$ cat src/hw/etsss_pkg.sv
// constants, carriers and states shared by the timestamp sample store
package etsss_pkg;

  // ==========================================================
  // register map (byte addresses)
  localparam int unsigned ADDR_W          = 12;
  localparam logic [11:0] OFS_NS7         = 12'h59c;  // seventh sample nanoseconds
  localparam logic [11:0] OFS_SEC7        = 12'h5a0;  // seventh sample seconds
  localparam logic [11:0] OFS_PH7         = 12'h5a4;  // seventh sample phase slot
  localparam logic [11:0] OFS_NS8         = 12'h5a8;  // eighth sample nanoseconds
  localparam logic [11:0] OFS_SEC8        = 12'h5ac;  // eighth sample seconds
  localparam logic [11:0] OFS_UNIT_INDEX  = 12'h5b4;  // unit index pointer register

  // ==========================================================
  // field layout and reset values
  localparam int unsigned UNIT_PTR_BIT    = 8;        // pointer bit in unit index register
  localparam int unsigned POL_BIT         = 30;       // edge polarity bit
  localparam int unsigned NS_W            = 30;       // nanoseconds field width
  localparam int unsigned PHASE_W         = 3;        // phase slot width
  localparam logic [31:0] RST_WORD        = 32'h0000_0000;
  localparam logic        RST_UNIT_PTR    = 1'b0;

  // ==========================================================
  // record memory geometry: two units times two samples
  localparam int unsigned REC_DEPTH       = 4;
  localparam int unsigned REC_AW          = 2;

  // ==========================================================
  // phase codes for the five 8ns slots of one 40ns reference period
  localparam logic [2:0]  CODE_SLOT0      = 3'h0;     // 0ns
  localparam logic [2:0]  CODE_SLOT1      = 3'h1;     // 8ns
  localparam logic [2:0]  CODE_SLOT2      = 3'h2;     // 16ns, reserved range avoided
  localparam logic [2:0]  CODE_SLOT3      = 3'h3;     // 24ns
  localparam logic [2:0]  CODE_SLOT4      = 3'h4;     // 32ns

  // ==========================================================
  // carriers
  typedef struct packed {
    logic              psel;
    logic              penable;
    logic              pwrite;
    logic [11:0]       paddr;
    logic [31:0]       pwdata;
  } etsss_apb_req_t;

  typedef struct packed {
    logic              valid;       // one-cycle capture strobe
    logic              unit;        // timestamp unit that captured
    logic              eighth;      // 0: seventh sample, 1: eighth sample
    logic              rising;      // captured edge was rising
    logic [29:0]       nanoseconds; // time counter nanoseconds
    logic [31:0]       seconds;     // time counter seconds
    logic [2:0]        slot;        // 8ns slot index 0..4
  } etsss_capture_t;

  typedef struct packed {
    logic              polarity;
    logic [29:0]       nanoseconds;
    logic [31:0]       seconds;
    logic [2:0]        phase_code;
  } etsss_record_t;

  typedef enum logic [1:0] {
    ST_IDLE   = 2'b00,
    ST_FETCH  = 2'b01,
    ST_ANSWER = 2'b10
  } etsss_state_t;

endpackage

$ cat src/hw/etsss_record_mem.sv
// small record memory holding one capture record per unit and sample
`timescale 1ns/10ps
module etsss_record_mem (
  // clock and reset
  input  wire logic                  clock,
  input  wire logic                  rstn,
  input  wire logic                  clk_en,
  // write port
  input  wire logic                  wr_en,
  input  wire logic [1:0]            wr_addr,
  input  wire etsss_pkg::etsss_record_t wr_data,
  // read port, data registered
  input  wire logic [1:0]            rd_addr,
  output etsss_pkg::etsss_record_t   rd_data
);
  import etsss_pkg::*;

  etsss_record_t mem_r [REC_DEPTH];  // record storage

  // ==========================================================
  // storage entries, cleared at reset
  genvar gi;
  for (gi = 0; gi < REC_DEPTH; gi++) begin : g_entry
    always_ff @(posedge clock or negedge rstn) begin
      if (!rstn) begin
        mem_r[gi] <= '0;
      end else if (clk_en && wr_en && (wr_addr == REC_AW'(gi))) begin
        mem_r[gi] <= wr_data;
      end
    end
  end

  // ==========================================================
  // registered read
  always_ff @(posedge clock or negedge rstn) begin
    if (!rstn) begin
      rd_data <= '0;
    end else if (clk_en) begin
      rd_data <= mem_r[rd_addr];
    end
  end

endmodule // etsss_record_mem

$ cat src/hw/etsss_top.sv
// seventh and eighth event timestamp sample store with apb readout
`timescale 1ns/10ps
module etsss_top (
  // clock, reset, enable
  input  wire logic                     CLOCK,
  input  wire logic                     RSTN,
  input  wire logic                     CLK_EN,
  // apb slave
  input  wire etsss_pkg::etsss_apb_req_t APB_REQ,
  output logic                          PREADY,
  output logic [31:0]                   PRDATA,
  output logic                          PSLVERR,
  // capture input from edge detector and time counter
  input  wire etsss_pkg::etsss_capture_t CAPTURE,
  // current unit pointer
  output logic                          UNIT_POINTER
);
  import etsss_pkg::*;

  etsss_state_t  state_r;        // apb answer sequencer
  etsss_state_t  state_nxt;      // next sequencer state
  logic          unit_ptr_r;     // selected timestamp unit
  logic [31:0]   prdata_r;       // registered read data
  logic          slverr_r;       // registered error flag
  logic          setup_hit;      // setup phase seen while idle
  logic [1:0]    rd_index;       // record index for the read
  logic [1:0]    wr_index;       // record index for the capture
  etsss_record_t wr_rec;         // record built from capture
  etsss_record_t rd_rec;         // record read from memory

  // ==========================================================
  // helpers
  function automatic logic is_eighth(input logic [11:0] a);
    is_eighth = (a == OFS_NS8) || (a == OFS_SEC8);
  endfunction

  function automatic logic is_sample(input logic [11:0] a);
    is_sample = (a == OFS_NS7) || (a == OFS_SEC7) || (a == OFS_PH7) ||
                (a == OFS_NS8) || (a == OFS_SEC8);
  endfunction

  function automatic logic [2:0] encode_slot(input logic [2:0] slot);
    case (slot)
      3'h0:    encode_slot = CODE_SLOT0;
      3'h1:    encode_slot = CODE_SLOT1;
      3'h2:    encode_slot = CODE_SLOT2;
      3'h3:    encode_slot = CODE_SLOT3;
      3'h4:    encode_slot = CODE_SLOT4;
      default: encode_slot = CODE_SLOT0;  // out of range slot reads as first
    endcase
  endfunction

  // word presented at an address, reserved bits forced to zero
  function automatic logic [31:0] read_word(input logic [11:0] a,
                                            input etsss_record_t r,
                                            input logic ptr);
    logic [31:0] w;
    w = RST_WORD;
    case (a)
      OFS_NS7, OFS_NS8: begin
        w[POL_BIT]    = r.polarity;
        w[NS_W-1:0]   = r.nanoseconds;
      end
      OFS_SEC7, OFS_SEC8: begin
        w             = r.seconds;
      end
      OFS_PH7: begin
        w[PHASE_W-1:0] = r.phase_code;
      end
      OFS_UNIT_INDEX: begin
        w[UNIT_PTR_BIT] = ptr;
      end
      default: begin
        w = RST_WORD;
      end
    endcase
    read_word = w;
  endfunction

  // ==========================================================
  // capture path into the record memory
  always_comb begin
    wr_index = {CAPTURE.unit, CAPTURE.eighth};
    wr_rec.polarity    = CAPTURE.rising;
    wr_rec.nanoseconds = CAPTURE.nanoseconds;
    wr_rec.seconds     = CAPTURE.seconds;
    // eighth sample phase is not presented here, so stored as zero
    wr_rec.phase_code  = CAPTURE.eighth ? CODE_SLOT0 : encode_slot(CAPTURE.slot);
  end

  // read index follows the unit pointer and the sample group
  assign rd_index  = {unit_ptr_r, is_eighth(APB_REQ.paddr)};
  // penable may already be high when the setup cycle fell on a frozen edge
  assign setup_hit = (state_r == ST_IDLE) && APB_REQ.psel;

  etsss_record_mem u_mem (
    .clock   (CLOCK),
    .rstn    (RSTN),
    .clk_en  (CLK_EN),
    .wr_en   (CAPTURE.valid),   // only captures write; bus writes never do
    .wr_addr (wr_index),
    .wr_data (wr_rec),
    .rd_addr (rd_index),
    .rd_data (rd_rec)
  );

  // ==========================================================
  // apb sequencer: setup, fetch, answer
  always_comb begin
    case (state_r)
      ST_IDLE:   state_nxt = setup_hit ? ST_FETCH : ST_IDLE;
      ST_FETCH:  state_nxt = ST_ANSWER;
      ST_ANSWER: state_nxt = ST_IDLE;
      default:   state_nxt = ST_IDLE;
    endcase
  end

  always_ff @(posedge CLOCK or negedge RSTN) begin
    if (!RSTN) begin
      state_r <= ST_IDLE;
    end else if (CLK_EN) begin
      state_r <= state_nxt;
    end
  end

  // ==========================================================
  // read data and error, latched in the fetch cycle
  always_ff @(posedge CLOCK or negedge RSTN) begin
    if (!RSTN) begin
      prdata_r <= RST_WORD;
      slverr_r <= 1'b0;
    end else if (CLK_EN && (state_r == ST_FETCH)) begin
      // writes return zero data; sample registers ignore them
      prdata_r <= APB_REQ.pwrite ? RST_WORD
                                 : read_word(APB_REQ.paddr, rd_rec, unit_ptr_r);
      slverr_r <= !(is_sample(APB_REQ.paddr) || (APB_REQ.paddr == OFS_UNIT_INDEX));
    end
  end

  // ==========================================================
  // unit index pointer, written at the completing edge
  always_ff @(posedge CLOCK or negedge RSTN) begin
    if (!RSTN) begin
      unit_ptr_r <= RST_UNIT_PTR;
    end else if (CLK_EN && (state_r == ST_ANSWER) && APB_REQ.pwrite &&
                 (APB_REQ.paddr == OFS_UNIT_INDEX)) begin
      unit_ptr_r <= APB_REQ.pwdata[UNIT_PTR_BIT];
    end
  end

  // ready only on an enabled edge, so a frozen answer cycle never completes
  assign PREADY       = (state_r == ST_ANSWER) && CLK_EN;
  assign PRDATA       = prdata_r;
  assign PSLVERR      = PREADY && slverr_r;
  assign UNIT_POINTER = unit_ptr_r;

  // ==========================================================
  // assertion helpers: shadow records and expected read word
  etsss_record_t h_rec_r [REC_DEPTH];  // shadow of stored records
  logic [31:0]   h_exp_r;              // expected answer word

  always_ff @(posedge CLOCK or negedge RSTN) begin
    if (!RSTN) begin
      for (int i = 0; i < REC_DEPTH; i++) begin
        h_rec_r[i] <= '0;
      end
    end else if (CLK_EN && CAPTURE.valid) begin
      h_rec_r[wr_index] <= wr_rec;
    end
  end

  always_ff @(posedge CLOCK or negedge RSTN) begin
    if (!RSTN) begin
      h_exp_r <= RST_WORD;
    end else if (CLK_EN && setup_hit) begin
      h_exp_r <= read_word(APB_REQ.paddr, h_rec_r[rd_index], unit_ptr_r);
    end
  end
endmodule // etsss_top

$ cat config.mk
export PLATFORM = sky130hd
export DESIGN_NAME = etsss_top
export DESIGN_NICKNAME = d
export VERILOG_FILES = /design/src/hw/etsss_pkg.sv /design/src/hw/etsss_record_mem.sv /design/src/hw/etsss_top.sv
export SDC_FILE = /design/constraint.sdc
export NUM_CORES = 1
export LEC_CHECK = 0
export BUFFER_PORTS_ARGS = -buffer_cell sky130_fd_sc_hd__buf_2
export CAP_MARGIN = 25
export CORE_UTILIZATION = 39
export DETAILED_ROUTE_END_ITERATION = 6
export GPL_TIMING_DRIVEN = 1
export PLACE_DENSITY = 0.65
export SYNTH_ARGS = -nofsm -noshare
export SYNTH_HDL_FRONTEND = slang
export SYNTH_HIERARCHICAL = 1
export SYNTH_SLANG_ARGS = --single-unit
$ cat constraint.sdc
create_clock -name CLOCK -period 1.8 [get_ports CLOCK]
set_input_delay 0.27 -clock CLOCK [delete_from_list [all_inputs] [get_ports CLOCK]]
set_output_delay 0.27 -clock CLOCK [all_outputs]
set_load 0.005 [all_outputs]
==> reports/results.tsv <==
metric	value	unit
Slew Viols, Final	0	
Power Density	1120	nW/um^2
# setup viols final	0	
Post-synth EDFFs	0	
GPL Wtd Cong	0.751	
via count	9918	
row cnt	74	
Worst-path clk slew	0.06	ns
Worst Path Arrival	2.15	ns
Final ANT Viol Nets	0	
Post-synth top flop	dfrtp_1	
Fin Clk Skew	0.0110	ns
post-synthesis cell type count	46	
Final Hold Viols	0	
Ys Warns	6	
WP data required	2.27	ns
total track usage	19.5	%
Worst-Skew Late Latency	0.53	ns
synthesized net count	1217	
port bufs	121	
Setup CP Type	flop to flop	
TritonCTS Buffers	39	
fin crit period	1.68	ns
H-tree depth	2	
PnR worst setup slack	0.116	ns
RSZ-0062 raised after global routing	false	
worst vdd ir	0.619	mV
Max-Cap Viols	0	
utilization after layout	47.2	%
area of all placed cells without fillers	19300	sq um
clock buffer depth	3	
CP Capture Type	flop	
Worst-Margin Slew	0.580	ns
Detailed Route WL	40.6	mm
TritonCTS clock tree	done	
post-synthesis sequential area ratio	56.5	%
fin crit share	93.5	%
buffer count from post-CTS setup fixing	0	
layout cells sized above 1	35.5	%
CTS sink cnt	366	
Post-Syn Area	16200	sq um
area delta synth->final	19.2	%
Die Area	42400	sq um
Async S/R FF share, synth	100	%
cell count after synthesis	1098	
largest net degree at the start of global routing	79	
Initial Util	39.6	%
f_max	594	MHz
Nets	1386	
Post-Syn Area per Cell	14.8	sq um
first-pass GRT wire length	62.7	mm
hold crit path type	primary input to flop	
pre-CTS setup slack	-0.730	ns
Die Height	206	um
Remaining DRCs	0	
outcome	finished, final reports clean	
DR pass1 iterations	5	
total global routing overflow	0	
clk root buf	clkbuf_16	
DR vias/cell	5.42	
Initial DRC Count	570	
Static Leak	0.00861	uW
register bit total from synthesis	366	
initial antenna violation count	8	
Post-DP HPWL	26.6	mm
Slew Limit Headroom	61.3	%
Core ar.	40900	sq um
routed len/inst	22.2	um
Startpoint Class	flop	
die width	206	um
setup_tns	0	ns
IO Pins	154	
vias in the first global route	10381	
DP Area	17800	sq um
CP Max Fanout	9	
==> cell usage after synthesis (3+ instances only) <==
cell	n	area, sq um
nand2_1	9	33.8
mux2i_1	136	1360
mux2_1	50	563
a31oi_1	3	18.8
buf_6	17	191
a21o_1	27	203
nand4_1	3	18.8
a22oi_1	3	22.5
o221ai_1	66	578
buf_2	22	110
buf_4	13	97.6
buf_1	5	18.8
nand4b_1	6	52.6
mux2_4	70	1050
a22o_1	27	236
o21ai_1	3	15.0
clkbuf_1	17	63.8
nand2b_1	69	432
dfrtp_1	366	9160
nand4bb_1	3	33.8
mux2_2	145	1630
nor2_1	6	22.5
==> sequential cells by signal (all words and copies together) (netlist names) <==
register       flops
state_r            2
slverr_r           1
PRDATA            32
UNIT_POINTER       1
u_mem/rd_data     66
u_mem/mem_r      264
==> final timing paths <==
check | depth (start not counted) | start | slack, ns | end
max | 5 | state_r[1] | 0.12 | PRDATA[14]
min | 3 | APB_REQ[46] | 0.01 | state_r[0]
max reg2reg | 5 | state_r[1] | 0.12 | PRDATA[14]
min reg2reg | 1 | u_mem/rd_data[12] | 0.48 | PRDATA[9]
max in group asynchronous | 3 | RSTN | 0.84 | u_mem/mem_r[9]
min in group asynchronous | 2 | RSTN | 0.21 | u_mem/mem_r[94]
==> critical path: stages, from the launching register on <==
cell and delay [ns]:
dfrtp_1 0.39, nand4bb_1 0.30, or3_4 0.44, nor2_8 0.13, buf_4 0.20, a21o_1 0.15
==> layer usage <==
metal / vias up / routed length (um) / GRT usage [%]
met3: 70 / 2390 / 3.89
met4: 6 / 1060 / 6.22
met5: - / 34 / 0
met2: 240 / 19200 / 31.1
li1: 4412 / - / -
met1: 5190 / 17900 / 26.7
==> final cells by class <==
class,count,area (sq um)
inverters,2,7.51
flip-flops and latches,366,9160
clock buffers,61,1180
clock inverters,7,60.1
repair buffers,204,1670
well taps,532,666
multi-input cells,654,6560
fillers,3641,21600
diodes,5,12.5
==> metrics by stage <==
stage / hold WS [ns] / cells / total power (uW)
global placement: 0.184 / 1731 / 13600
detailed placement: 0.187 / 1731 / 13800
finish: 0.0116 / 1831 / 21500
CTS: 0.00000416 / 1826 / 21700
floorplan: -0.0256 / 1098 / 12600
global route: 0.00793 / 1829 / 22500
==> layout by cell type, fill, tap and decap left out, drive strengths merged, types with 2 or more instances in the layout <==
master | Yosys | final
dfrtp | 366 | 366
mux2 | 265 | 265
buf | 59 | 177
mux2i | 136 | 136
nand2b | 69 | 69
o221ai | 66 | 66
clkbuf | 17 | 61
a22o | 27 | 27
a21o | 27 | 27
dlygate4sd3 | 0 | 27
nand2 | 10 | 10
nor2 | 7 | 7
nand4b | 6 | 6
clkinv | 0 | 6
diode | 0 | 5
o21ai | 5 | 5
nand4bb | 3 | 3
nand4 | 3 | 3
a31oi | 3 | 3
a22oi | 3 | 3
nor3b | 2 | 2
inv | 2 | 2
nand3 | 2 | 2
a21oi | 2 | 2
nor3 | 2 | 2
nor4b | 2 | 2
or4b | 2 | 2
==> report_power, final <==
group	total (uW)	switching, uW	internal, uW
clock network	7860	3220	4640
logic	2890	1140	1740
registers	10800	997	9800
total	21500	5370	16200
==> repair_timing <==
action | 4_1_cts | 5_1_grt
resized for setup | 1 | 1
hold buffers | 27 | 0
endpoints found under the setup margin | 66 | 6
hold endpoints to repair | 75 | 0
==> logic make-up after synthesis <==
kind of cell    Yosys count  synth area share, %
xor+xnor                  1               0.0540
simple gates            113                 4.63
buf+inv                  78                 3.20
compound gates          139                 7.19
flops                   366                 56.5
mux                     401                 28.4
Power figures use the tool's default switching activity.
